[src/sync_clock_pin_pkg.sv]
// constants shared by the clock pin select block and its divider
package sync_clock_pin_pkg;

  // ==========================================
  // clock output pin selection codes
  localparam logic [1:0] SEL_MAIN_A    = 2'h0;
  localparam logic [1:0] SEL_MAIN_B    = 2'h1;
  localparam logic [1:0] SEL_RX_SHARED = 2'h2;
  localparam logic [1:0] SEL_FC_SHARED = 2'h3;

  // ==========================================
  // transfer framing and reset values
  localparam int          DATA_BITS      = 8;
  localparam logic [3:0]  HALF_FIRST     = 4'h0;
  localparam logic [3:0]  HALF_LAST      = 4'hF;
  localparam logic        TXD_RESET      = 1'b1;
  localparam logic        CLK_RESET      = 1'b1;
  localparam logic [7:0]  DATA_RESET     = 8'h00;
  localparam logic [7:0]  DIV_RESET      = 8'h00;
  localparam logic [1:0]  SEL_RESET      = 2'h0;

  // ==========================================
  // shift engine states
  typedef enum logic [1:0] {
    ST_IDLE  = 2'b01,
    ST_SHIFT = 2'b10
  } xfer_state_t;

endpackage

[src/baud_if.sv]
// carrier between the pin select block and its baud divider
`timescale 1ns/1ns
interface baud_if;
  logic       run;
  logic [7:0] reload;
  logic       tick;

  modport gen (input run, input reload, output tick);
  modport user (output run, output reload, input tick);
endinterface

[src/baud_divider.sv]
// baud divider: one tick every reload plus one clocks while running
`timescale 1ns/1ns
module baud_divider
  import sync_clock_pin_pkg::*;
(
  input  wire logic clk_sys,
  input  wire logic rst_n,
  baud_if.gen       bus
);

  // ==========================================
  // state
  typedef struct packed {
    logic [7:0] cnt;
  } div_state_t;

  div_state_t s_reg;
  div_state_t s_next;

  // ==========================================
  // count down, reload on zero
  assign bus.tick = bus.run && (s_reg.cnt == 8'h00);

  always_comb begin
    s_next = s_reg;
    if (!bus.run || (s_reg.cnt == 8'h00)) begin
      s_next.cnt = bus.reload;
    end else begin
      s_next.cnt = s_reg.cnt - 8'h01;
    end
  end

  always_ff @(posedge clk_sys or negedge rst_n) begin
    if (!rst_n) begin
      s_reg.cnt <= DIV_RESET;
    end else begin
      s_reg <= s_next;
    end
  end
endmodule

[src/sync_clock_pin_select.sv]
// channel 0 clock-synchronous transmitter with selectable clock output pin
`timescale 1ns/1ns

// Notes on behaviour
// - With the internal clock selected the transfer clock leaves on exactly one of three pins.
// - The pin choice comes from a two-bit select field.
// - Codes 00 and 01 use the main pin, 10 the rx-shared pin, 11 the fc-shared pin, data always on transmit.
// - The main pin, when not carrying the clock, drives high for polarity 0 and low for polarity 1.
// - The rx-shared pin floats when port 8 line 2 is an input and otherwise drives the idle level with codes 01 and 11, the port 8 line 2 value with 00.
// - While the shared pins carry the clock, flow control is disabled, and so is reception except with the fc-shared pin and line 2 an input.
// - When the fc-shared pin is not a clock output it stays a general-purpose port line.
// - With main and fc-shared clocks and line 2 an input, received data is still taken.
// - The select is changed only after a transfer ends, and the data write starts the next one.
// - Switching pins between transfers lets one transmit line serve three receivers.
// - The transfer clock is the count source divided by two times the sum of reload and one.
// - Data leaves on the falling edge for polarity 0 and the rising edge for polarity 1.
module sync_clock_pin_select
  import sync_clock_pin_pkg::*;
(
  input  wire logic       clk_sys,
  input  wire logic       rst_n,
  input  wire logic       clock_source_external,
  input  wire logic       clock_polarity,
  input  wire logic [1:0] pin_select,
  input  wire logic [7:0] baud_divider,
  input  wire logic       flow_ctrl_disable,
  input  wire logic       flow_ctrl_in_n,
  input  wire logic       rx_enable,
  input  wire logic       tx_enable,
  input  wire logic       port8_dir_line0,
  input  wire logic       port8_dir_line2,
  input  wire logic       port8_line0,
  input  wire logic       port8_line2,
  input  wire logic [7:0] tx_data,
  input  wire logic       tx_data_write,
  input  wire logic       serial_receive_pin,
  output logic            serial_transmit_pin,
  output logic            main_xfer_clock_pin_o,
  output logic            main_xfer_clock_pin_oe_n,
  output logic            alt_clock_pin_rx_shared_o,
  output logic            alt_clock_pin_rx_shared_oe_n,
  output logic            alt_clock_pin_fc_shared_o,
  output logic            alt_clock_pin_fc_shared_oe_n,
  output logic            tx_buffer_empty,
  output logic            tx_reg_empty,
  output logic [7:0]      rx_data,
  output logic            rx_data_valid,
  output logic            reception_active,
  output logic            flow_ctrl_active
);

  // ==========================================
  // helpers
  function automatic logic idle_level(input logic pol);
    idle_level = ~pol;
  endfunction

  // ==========================================
  // state
  typedef struct packed {
    xfer_state_t st;
    logic [3:0]  half_cnt;
    logic        clk_level;
    logic        txd;
    logic [7:0]  tx_shift;
    logic [7:0]  tx_buf;
    logic        buf_full;
    logic        reg_empty;
    logic [7:0]  rx_shift;
    logic [7:0]  rx_word;
    logic        rx_done;
    logic [1:0]  sel;
  } pin_state_t;

  pin_state_t s_reg;
  pin_state_t s_next;

  baud_if baud ();

  baud_divider u_div (
    .clk_sys (clk_sys),
    .rst_n   (rst_n),
    .bus     (baud.gen)
  );

  // ==========================================
  // pin roles
  logic internal_clk;
  logic idle_now;
  logic shared_clocking;
  logic rx_pin_clocking;
  logic fc_clocking;
  logic rx_ok;
  logic fc_ok;
  logic start;

  always_comb begin
    internal_clk    = !clock_source_external;
    idle_now        = idle_level(clock_polarity);
    fc_clocking     = internal_clk && (s_reg.sel == SEL_FC_SHARED);
    rx_pin_clocking = internal_clk && ((s_reg.sel == SEL_RX_SHARED) ||
                      ((s_reg.sel != SEL_MAIN_A) && port8_dir_line2));
    shared_clocking = internal_clk && (s_reg.sel != SEL_MAIN_A);
    rx_ok           = rx_enable && !rx_pin_clocking;
    fc_ok           = !flow_ctrl_disable && !shared_clocking;
    start           = tx_enable && s_reg.buf_full && internal_clk && (!fc_ok || !flow_ctrl_in_n);
  end

  assign baud.run    = (s_reg.st == ST_SHIFT);
  assign baud.reload = baud_divider;

  // ==========================================
  // shift engine
  always_comb begin
    s_next = s_reg;
    s_next.rx_done = 1'b0;
    case (s_reg.st)
      ST_IDLE: begin
        s_next.clk_level = idle_now;
        s_next.half_cnt  = HALF_FIRST;
        s_next.sel       = pin_select;
        if (start) begin
          s_next.st        = ST_SHIFT;
          s_next.tx_shift  = s_reg.tx_buf;
          s_next.buf_full  = 1'b0;
          s_next.reg_empty = 1'b0;
        end
      end
      ST_SHIFT: begin
        if (baud.tick) begin
          s_next.clk_level = !s_reg.clk_level;
          s_next.half_cnt  = s_reg.half_cnt + 4'h1;
          if (s_reg.clk_level == idle_now) begin
            s_next.txd      = s_reg.tx_shift[0];
            s_next.tx_shift = {1'b0, s_reg.tx_shift[7:1]};
          end else begin
            if (rx_ok) begin
              s_next.rx_shift = {serial_receive_pin, s_reg.rx_shift[7:1]};
            end
            if (s_reg.half_cnt == HALF_LAST) begin
              if (rx_ok) begin
                s_next.rx_word = {serial_receive_pin, s_reg.rx_shift[7:1]};
                s_next.rx_done = 1'b1;
              end
              if (start && (pin_select == s_reg.sel)) begin
                s_next.tx_shift = s_reg.tx_buf;
                s_next.buf_full = 1'b0;
              end else begin
                s_next.st        = ST_IDLE;
                s_next.reg_empty = 1'b1;
                s_next.txd       = TXD_RESET;
              end
            end
          end
        end
      end
      default: begin
        s_next.st = ST_IDLE;
      end
    endcase
    if (tx_data_write) begin
      s_next.tx_buf   = tx_data;
      s_next.buf_full = 1'b1;
    end
  end

  always_ff @(posedge clk_sys or negedge rst_n) begin
    if (!rst_n) begin
      s_reg.st        <= ST_IDLE;
      s_reg.half_cnt  <= HALF_FIRST;
      s_reg.clk_level <= CLK_RESET;
      s_reg.txd       <= TXD_RESET;
      s_reg.tx_shift  <= DATA_RESET;
      s_reg.tx_buf    <= DATA_RESET;
      s_reg.buf_full  <= 1'b0;
      s_reg.reg_empty <= 1'b1;
      s_reg.rx_shift  <= DATA_RESET;
      s_reg.rx_word   <= DATA_RESET;
      s_reg.rx_done   <= 1'b0;
      s_reg.sel       <= SEL_RESET;
    end else begin
      s_reg <= s_next;
    end
  end

  // ==========================================
  // pin drivers
  always_comb begin
    main_xfer_clock_pin_oe_n = !internal_clk;
    main_xfer_clock_pin_o    = s_reg.sel[1] ? idle_now : s_reg.clk_level;
    if (internal_clk && (s_reg.sel == SEL_RX_SHARED)) begin
      alt_clock_pin_rx_shared_oe_n = 1'b0;
      alt_clock_pin_rx_shared_o    = s_reg.clk_level;
    end else if (internal_clk && (s_reg.sel == SEL_MAIN_B || s_reg.sel == SEL_FC_SHARED)) begin
      alt_clock_pin_rx_shared_oe_n = !port8_dir_line2;
      alt_clock_pin_rx_shared_o    = idle_now;
    end else begin
      alt_clock_pin_rx_shared_oe_n = !port8_dir_line2;
      alt_clock_pin_rx_shared_o    = port8_line2;
    end
    if (fc_clocking) begin
      alt_clock_pin_fc_shared_oe_n = 1'b0;
      alt_clock_pin_fc_shared_o    = s_reg.clk_level;
    end else begin
      alt_clock_pin_fc_shared_oe_n = !port8_dir_line0;
      alt_clock_pin_fc_shared_o    = port8_line0;
    end
  end

  assign serial_transmit_pin = s_reg.txd;
  assign tx_buffer_empty     = !s_reg.buf_full;
  assign tx_reg_empty        = s_reg.reg_empty;
  assign rx_data             = s_reg.rx_word;
  assign rx_data_valid       = s_reg.rx_done;
  assign reception_active    = rx_ok;
  assign flow_ctrl_active    = fc_ok;
endmodule

[config.mk]
export PLATFORM = sky130hd
export DESIGN_NAME = sync_clock_pin_select
export DESIGN_NICKNAME = d
export VERILOG_FILES = /design/src/sync_clock_pin_pkg.sv /design/src/baud_if.sv /design/src/baud_divider.sv /design/src/sync_clock_pin_select.sv
export SDC_FILE = /design/constraint.sdc
export NUM_CORES = 1
export LEC_CHECK = 0
export ABC_AREA = 1
export BUFFER_PORTS_ARGS = -buffer_cell sky130_fd_sc_hd__buf_4
export CAP_MARGIN = 20
export CORE_ASPECT_RATIO = 1.1
export CORE_MARGIN = 2
export CORE_UTILIZATION = 27
export DETAILED_ROUTE_END_ITERATION = 12
export SLEW_MARGIN = 20
export SYNTH_ARGS = -nofsm -noshare
export SYNTH_HDL_FRONTEND = slang
export SYNTH_SLANG_ARGS = --single-unit
[constraint.sdc]
create_clock -name clk_sys -period 2.11 [get_ports clk_sys]
set_input_delay 0 -clock clk_sys [delete_from_list [all_inputs] [get_ports clk_sys]]
set_output_delay 0 -clock clk_sys [all_outputs]
set_load 0.005 [all_outputs]
After elaboration in Yosys (flattened, before gate mapping)
Cells that the tools add are included.

Register bits after elaboration: 53. Input port bits: 32. Word-level logic and storage cells: 110.

Add/sub/neg operators: 2. Eq/ne operators: 21. Mux-type cells: 31. Bitwise logic cells: 2. Reductions and logical operators: 41.

Operators by type and width (count): $mux 19 (2); $mux 9 (4); $mux 8 (4); $ne 3x3->1 const B (7); $mux 16 (1); $pmux 8 s2 (1); $reduce_and 5->1 (3); $logic_and 1x1->1 (13); $mux 2 (6); $ne 2x2->1 const B (6); $reduce_and 6->1 (2); $logic_not 1->1 (11); $mux 1 (10); $pmux 5 s2 (1); $logic_not 8->1 (1); $pmux 2 s2 (2); $reduce_and 4->1 (2); $sub 8x1->8 const B (1); $eq 2x2->1 const B (3); $reduce_bool 2->1 (3); $add 4x1->4 const B (1); $eq 2x1->1 const B (2); $eq 4x4->1 const B (1); $logic_or 1x1->1 (4); other kinds (5) (6).

Logic depth before layout (Yosys ltp)
Gate-level depths: netlist of the first run.

Depth in word-level cells: 14. Mapped depth: 11. Gate-level depth less buffers: 11.

By module
Synthesis of the first run repeated with hierarchy kept, for this count alone.

Cells, all modules: 336. Area, all modules: 2792.7 µm².

Modules (own cells, without submodules): sync_clock_pin_select (times used 1, cells an instance 268, area an instance 2232.1 µm², seq. area each 1106.1 µm²); baud_divider (times used 1, cells an instance 68, area an instance 560.5 µm², seq. area each 200.2 µm²).

Worst setup path after synthesis of the first run
No wires, ideal clock.

Path kind: reg2reg. From: reg u_div.s_reg[0] (netlist bit). To: reg s_reg[29] (netlist bit). Library setup time: 0.116 ns. Arrival: 1.457 ns. Path slack: 0.537 ns. Cell stages (with the launch flop): 12. Path buffers: 0. Cells stage by stage: dfrtp_1 > inv_1 > ha_1 > nand3_1 > nor2_4 > nand2_4 > nand2_4 > nand2_2 > inv_2 > nand2_4 > nand2_1 > nand2_1.

Word-level cells in the longest chain between the ends: 4.

RTL lines: start: declaration (RTL line baud_divider.sv:17) `div_state_t s_reg;`; start signal: assignment (RTL line baud_divider.sv:37) `s_reg <= s_next;`; $logic_not 8->1 (RTL line baud_divider.sv:22) `assign bus.tick = bus.run && (s_reg.cnt == 8'h00);`; $logic_and 1x1->1 (RTL line baud_divider.sv:22); $ne 2x2->1 (no line); $reduce_and 5->1 (no line); end signal: assignment (RTL line sync_clock_pin_select.sv:182) `s_reg <= s_next;`; end: declaration (RTL line sync_clock_pin_select.sv:75) `pin_state_t s_reg;`.

Every way passes these cells. A chain may end at the register's enable or synchronous reset.

Worst setup path in the final report of the first run
From: reg s_reg[38] (netlist bit). To: reg s_reg, in the netlist rx_data[3].

Word-level cells in the longest chain between the ends: 3.

RTL lines: $eq 1x1->1 (RTL line sync_clock_pin_select.sv:133) `if (s_reg.clk_level == idle_now) begin`; $not 1->1 (no line); $reduce_and 5->1 (no line).

Every way passes these cells.

==> flow_summary_export.csv, run 1 <==
group,metric,value,unit
synthesis,ys_warn_count,0,
clock_network,cts.sinks,52,
clock_network,htreeDepth,2,
finish,area_growth,28.8,%
placement,dp_hpwl,4.44,mm
clock_network,clk_path_buf_depth,2,
synthesis,syn_nets,389,
sta,fin_ws,0.318,ns
die,ios,52,
finish,antenna_cells,0,
placement,dpl.cell_count,513,
drt,vias,2395,
synthesis,synth_top_family_by_area,"simple AND/OR/NAND/NOR gates",
power_and_ir_drop,ir_worst_vdd,0.436,mV
synthesis,synth_common_cells,"nand2_1, dfrtp_1, inv_1",
drt,wl_met2,2.78,mm
drt,dr.pass1.iters,4,
drt,met3_length,257,µm
global_routing,grt_pass1_wl,10.4,mm
critical_path,reg2regPathDepth,9,
synthesis,synthMuxAreaShare,0,
finish,fillers,1064,
synthesis,synthArstFlopShare,1.00,
drt,ant_nets,0,
synthesis,yosysMostFrequentCell,"nand2_1",
synthesis,ys.flop_type,"dfrtp_1",
finish,nets,453,
critical_path,worst_r2r_startpoint,"s_reg[38]",
finish,final_area,0.00362,mm²
die,start_util,0.274,
placement,gp_congestion,0.792,
power_and_ir_drop,powerDensity,979,mW/mm²
sta,maxSlewViolCount,0,
power_and_ir_drop,leakage,1.83,nW
synthesis,netlist_instances,354,
synthesis,yosysTopAreaCellShare,0.428,
finish,fin_cells,542,
sta,tns,0,ns
critical_path,critPathRequiredTime,2.29,ns
drt,detail_route.wl_per_cell,11.2,µm
critical_path,r2r_slack,0.32,ns
critical_path,cp-end-kind,"flop",
die,core,0.0102,mm²
critical_path,start_kind,"flop",
sta,maxSlewHeadroom,0.552,
critical_path,crit_type,"flop to flop",
synthesis,synth_xor_area_frac,0.0125,
sta,min_period,1.79,ns
clock_network,cts_tree,"built",
critical_path,startpoint,"s_reg[38]",
critical_path,critPathMaxFanout,16,
critical_path,path_cells,"inv_2 -> nand2_1 -> nand2_2 -> nor2_4 -> nand2_2 -> inv_2 -> nand3_4 -> nand2_1 -> o21ai_2",
synthesis,synth_edf_count,0,
die,dieHeight,111,µm
synthesis,synthSimpleGateAreaFrac,0.314,
clock_network,path_clk_slew,0.07,ns
critical_path,slowest_stage,"dfstp_2",
status,failed_checks,"negative hold slack",
power_and_ir_drop,finalPower,3.54,mW
global_routing,antenna_found_initial,0,
synthesis,syn-mean-instance-area,7.93,µm²
drt,wirelength_met1,2.97,mm
die,dieArea,0.0112,mm²
global_routing,grt_pass1_vias,2255,
finish,drive_above_1_share,0.258,
die,dieWidth,101,µm
critical_path,crit_arrival,1.97,ns
critical_path,r2r-end,"rx_data[3]",
status,status,"complete, but fails checks",
synthesis,synth.distinct_cells,31,
synthesis,yosysSeqAreaShare,0.465,
sta,rsz0062_at_grt,"false",
finish,largest_reg_flops,33,
drt,via_per_inst,4.42,
placement,portBuffers,51,
synthesis,netlist_area,0.00281,mm²
sta,fin_skew,0.00598,ns
synthesis,synth_compound_area_frac,0.103,
global_routing,grt_max_degree,53,
placement,place_ws,0.313,ns
drt,dr.max_layer_used,"met4",
clock_network,cts_resized,0,
drt,routed_wl,6.08,mm
critical_path,crit_end,"rx_data[3]",
finish,utilization,0.353,
synthesis,yosys.area.top_type,"dfrtp_1",
sta,hold_violations,4,
die,std_cell_rows,39,
synthesis,synth_top_cells_by_area,"dfrtp_1, nand2_1, dfstp_2",
clock_network,numCtsBuffers,5,
sta,worst_hold_slack,-0.00320,ns
synthesis,synthAdderAreaFrac,0.0134,
clock_network,clock_latency,0.29,ns
sta,final-setup-viol-count,0,
synthesis,ys_seq_elements,52,
sta,max_clock_freq,558,MHz
critical_path,worst_path_largest_cell_delay,0.56,ns
global_routing,overflow,0,
drt,drtIter0Drc,123,
clock_network,root_buffer,"clkbuf_16",
sta,worstMarginPinSlew,0.673,ns
global_routing,grtUsageTotal,0.114,
sta,fin_crit_sh,0.849,
min_path,hold_class,"input pin to flop",
placement,placed_cell_area,0.00324,mm²
job,cap_violations,0,
drt,drcViolationCount,0,
## worst min-delay path by stage
stage | end | slack [ns] | from | cells after the start
2_1_floorplan | rx_data[0] | -0.30 | rst_n | 0
3_3_place_gp | rx_data_valid | 0.08 | rst_n | 1
3_5_place_dp | rx_data_valid | 0.08 | rst_n | 1
4_1_cts | s_reg[26] | 0.0005 | tx_data_write | 2
5_1_grt | s_reg[24] | 0.006 | tx_data_write | 3
6_report | s_reg[21] | -0.003 | tx_data_write | 3
## final cells by class
type                       instances  area [µm²]  share of cell area
tap                              123         154              0.0425
clock inverter                     3        42.5              0.0118
clock buffer                       5         125              0.0346
multi-input combinational        246        1240               0.344
inverter                          41         154              0.0425
sequential                        52        1310               0.361
timing repair buffer              72         593               0.164
## where the power goes
group          switching, mW  internal [mW]  leakage [nW]
Sequential             0.150           1.20         0.661
Combinational          0.798          0.469          1.09
Clock                  0.364          0.558        0.0798
## placed cells by master, fill, tap and decap left out, drive strengths merged
cell type and n:
a21oi 3, a22o 1, a31oi 2, buf 51
bufinv 1, clkbuf 5, clkinv 1, clkinvlp 1
dfrtp 48, dfstp 4, dlygate4sd3 21, ha 3
inv 41, nand2 142, nand3 19, nand4 6
nor2 23, nor3 2, o211ai 2, o21ai 38
o22ai 1, xnor2 1, xor2 3
## repair_timing
action	4_1_cts	5_1_grt
endpoints found under the hold margin	67	0
setup buffers	0	0
hold buffers	21	0
## critical path: cells and delay by family (launching register included)
family,cells,cell delay (ns)
AOI/OAI and AO/OA,1,0.06
and+or+nand+nor,6,0.88
DFF,1,0.56
buffers and inverters,2,0.18
## logic make-up after synthesis
kind of cell,Yosys count
buffers and inverters,56
adder cells (fa/ha/maj),3
AND/OR/NAND/NOR,192
XOR/XNOR,4
AO/OA/AOI/OAI,47
flip-flops,52
## layer usage
layer / vias to the layer above / global-route usage
met2: 54 / 0.176
met3: 5 / 0.0221
met5: - / 0
li1: 1234 / -
met4: 0 / 0.0333
met1: 1102 / 0.160
Power figures use the tool's default switching activity.
==> inputs of run 2 (changes only) <==
--- a/config.mk
+++ b/config.mk
@@ -5,7 +5,7 @@
 export SDC_FILE = /design/constraint.sdc
 export NUM_CORES = 1
 export LEC_CHECK = 0
-export ABC_AREA = 1
+export ABC_AREA = 0
 export BUFFER_PORTS_ARGS = -buffer_cell sky130_fd_sc_hd__buf_4
 export CAP_MARGIN = 20
 export CORE_ASPECT_RATIO = 1.1
==> constraint.sdc (replaced) <==
create_clock -name clk_sys -period 1.6 [get_ports clk_sys]
set_input_delay 0 -clock clk_sys [delete_from_list [all_inputs] [get_ports clk_sys]]
set_output_delay 0 -clock clk_sys [all_outputs]
set_load 0.005 [all_outputs]
==> run 2 against run 1 <==
Compared with the run above: the run ends with negative setup slack left; cell area rose by 11%; die area fell by 8.4%; core utilization up 8.0 points; non-clock buffer count rose by 55; via count decreased by 14%; routed wire length fell by 1.8%.
==> flow_summary_export.csv, run 2 <==
group,metric,value,unit
synthesis,ys_seq_elements,52,
clock_network,htreeDepth,2,
sta,worstMarginPinSlew,0.665,ns
critical_path,worst_r2r_startpoint,"u_div.s_reg[4]",
critical_path,crit_type,"flop to flop",
sta,maxSlewHeadroom,0.556,
placement,place_ws,-0.266,ns
die,dieArea,0.0103,mm²
finish,largest_reg_flops,33,
critical_path,crit_end,"s_reg[33]",
synthesis,yosysSeqAreaShare,0.509,
min_path,hold_class,"input pin to flop",
critical_path,critPathRequiredTime,1.78,ns
critical_path,start_kind,"flop",
power_and_ir_drop,leakage,1.85,nW
clock_network,cts_tree,"built",
global_routing,grt_pass1_wl,9.55,mm
critical_path,crit_arrival,2.03,ns
synthesis,yosysTopAreaCellShare,0.468,
min_path,hp-start,"rx_enable",
synthesis,synth.distinct_cells,36,
clock_network,clk_path_buf_depth,2,
sta,maxSlewViolCount,0,
finish,area_growth,57.0,%
sta,final-setup-viol-count,32,
die,core,0.00931,mm²
status,failed_checks,"negative setup slack",
synthesis,synth_common_cells,"dfrtp_1, mux2_2, nand2_1",
die,std_cell_rows,37,
finish,drive_above_1_share,0.538,
sta,fin_ws,-0.245,ns
finish,final_common_cell,"buf_4",
critical_path,cp.buffers_inverters,1,
sta,hold_violations,0,
finish,fillers,863,
critical_path,cp-end-kind,"flop",
critical_path,crit_family,"simple AND/OR/NAND/NOR gates",
synthesis,ys_warn_count,0,
clock_network,clock_latency,0.30,ns
critical_path,startpoint,"u_div.s_reg[4]",
global_routing,overflow,0,
sta,tns,-5.37,ns
sta,fin_crit_sh,1.15,
synthesis,syn-mean-instance-area,11.3,µm²
sta,max_clock_freq,542,MHz
synthesis,netlist_instances,227,
critical_path,slowest_stage,"dfrtp_1",
drt,routed_wl,5.97,mm
clock_network,numCtsBuffers,5,
critical_path,r2r-end,"s_reg[33]",
global_routing,grt_pass1_vias,2047,
global_routing,grtUsageTotal,0.113,
drt,drcViolationCount,0,
die,ios,52,
synthesis,yosysMostFrequentCell,"dfrtp_1",
synthesis,synth_top_cells_by_area,"dfrtp_1, mux2_2, dfstp_2",
synthesis,synth_edf_count,0,
critical_path,critPathMaxFanout,8,
sta,fin_skew,0.00742,ns
global_routing,antenna_found_initial,0,
critical_path,reg2regPathDepth,6,
sta,min_period,1.84,ns
die,start_util,0.276,
placement,gp_congestion,0.767,
die,dieHeight,106,µm
finish,nets,381,
drt,drtIter0Drc,41,
die,dieWidth,96.9,µm
finish,antenna_cells,0,
clock_network,path_clk_slew,0.09,ns
drt,detail_route.wl_per_cell,12.9,µm
global_routing,grt_max_degree,53,
status,status,"complete, but fails checks",
drt,via_per_inst,4.42,
synthesis,synthArstFlopShare,1.00,
critical_path,worst_path_largest_cell_delay,0.42,ns
drt,ant_nets,0,
synthesis,yosys.area.top_type,"dfrtp_1",
sta,rsz0062_at_grt,"true",
critical_path,r2r_slack,-0.24,ns
placement,portBuffers,51,
placement,dp_hpwl,4.08,mm
power_and_ir_drop,powerDensity,868,mW/mm²
critical_path,path_depth,6,
critical_path,path_cells,"nor4_4 -> and4_4 -> nor2_4 -> a31oi_4 -> buf_12 -> mux2_4",
drt,dr.pass1.iters,4,
synthesis,syn_nets,262,
synthesis,ys.flop_type,"dfrtp_1",
clock_network,root_buffer,"clkbuf_8",
power_and_ir_drop,ir_worst_vdd,0.517,mV
finish,final_cell_mix,"buf_4, dfrtp_1, mux2_4",
drt,vias,2048,
job,cap_violations,0,
clock_network,cts.sinks,52,
synthesis,netlist_area,0.00256,mm²
==> run 2: cell count changes after synthesis, sizes merged, moves of 4 or more <==
| cell | previous run | this run |
|---|---|---|
| a22o | 1 | 7 |
| mux2 | 0 | 30 |
| nand3 | 19 | 3 |
| xnor2 | 1 | 5 |
| nand4 | 6 | 1 |
| nand2b | 0 | 4 |
| nand2 | 142 | 19 |
| a21oi | 3 | 14 |
| nor2 | 23 | 18 |
| inv | 41 | 7 |
| o21ai | 38 | 16 |
| nor3 | 2 | 8 |
| nor2b | 0 | 4 |
==> run 2: report_power, final <==
part	switching, mW	total, mW	internal [mW]
clock	0.421	0.718	0.297
sequential	0.119	1.60	1.48
combinational	0.512	1.18	0.668
total	1.05	3.50	2.45
==> run 2: worst min-delay path by stage <==
stage | to | depth (start not counted) | slack [ns]
4_1_cts | s_reg[20] | 2 | 0.04
2_1_floorplan | rx_data[0] | 0 | -0.30
3_5_place_dp | s_reg[40] | 1 | 0.08
5_1_grt | rx_data_valid | 3 | 0.03
6_report | rx_data_valid | 3 | 0.03
3_3_place_gp | s_reg[42] | 1 | 0.08
==> run 2: cells by family after synthesis <==
logic type,count (synthesis),synth area share
xor+xnor,11,0.0376
buf+inv,22,0.0502
mux,33,0.143
simple gates,66,0.149
compound gates,40,0.0961
fa+ha+maj,3,0.0146
flops,52,0.509
==> run 2: cell type report <==
type / instances / area (µm²) / area share
Multi-Input combinational cell: 153 / 1390 / 0.345
Sequential cell: 52 / 1310 / 0.325
Timing Repair Buffer: 127 / 1080 / 0.267
Tap cell: 117 / 146 / 0.0364
Clock buffer: 5 / 68.8 / 0.0171
Inverter: 7 / 26.3 / 0.00653
Clock inverter: 2 / 12.5 / 0.00311
==> run 2: layer usage <==
layer / track usage / vias up / wire (µm)
met5: 0 / - / 0
met4: 0.0211 / 0 / 19
met3: 0.0243 / 2 / 180
met2: 0.198 / 28 / 3120
met1: 0.143 / 1002 / 2650
li1: - / 1016 / -
==> run 2: worst reg2reg max path: stages, from the launching register on <==
cell and delay (ns):
dfrtp_1 0.42, nor4_4 0.33, and4_4 0.30, nor2_4 0.05
a31oi_4 0.18, buf_12 0.16, mux2_4 0.30
==> run 2: repair_timing <==
action                     CTS  global route
pin swaps                    7            13
hold endpoints to repair    69             0
setup endpoints to repair   28            39
hold buffers                21             0
gates cloned                 0             1
resized for setup           18            60
setup buffers                3             6
==> run 2: through the flow <==
step / utilization / power (mW) / hold slack (ns) / instances / area [µm²]
2_1_floorplan: - / 2.12 / -0.296 / 227 / 2620
3_3_place_gp: 0.367 / 2.63 / 0.0795 / 427 / 3420
3_5_place_dp: 0.367 / 2.65 / 0.0842 / 427 / 3420
4_1_cts: 0.408 / 3.45 / 0.0362 / 457 / 3800
5_1_grt: 0.433 / 3.72 / 0.0269 / 463 / 4030
6_report: 0.433 / 3.50 / 0.0284 / 463 / 4030
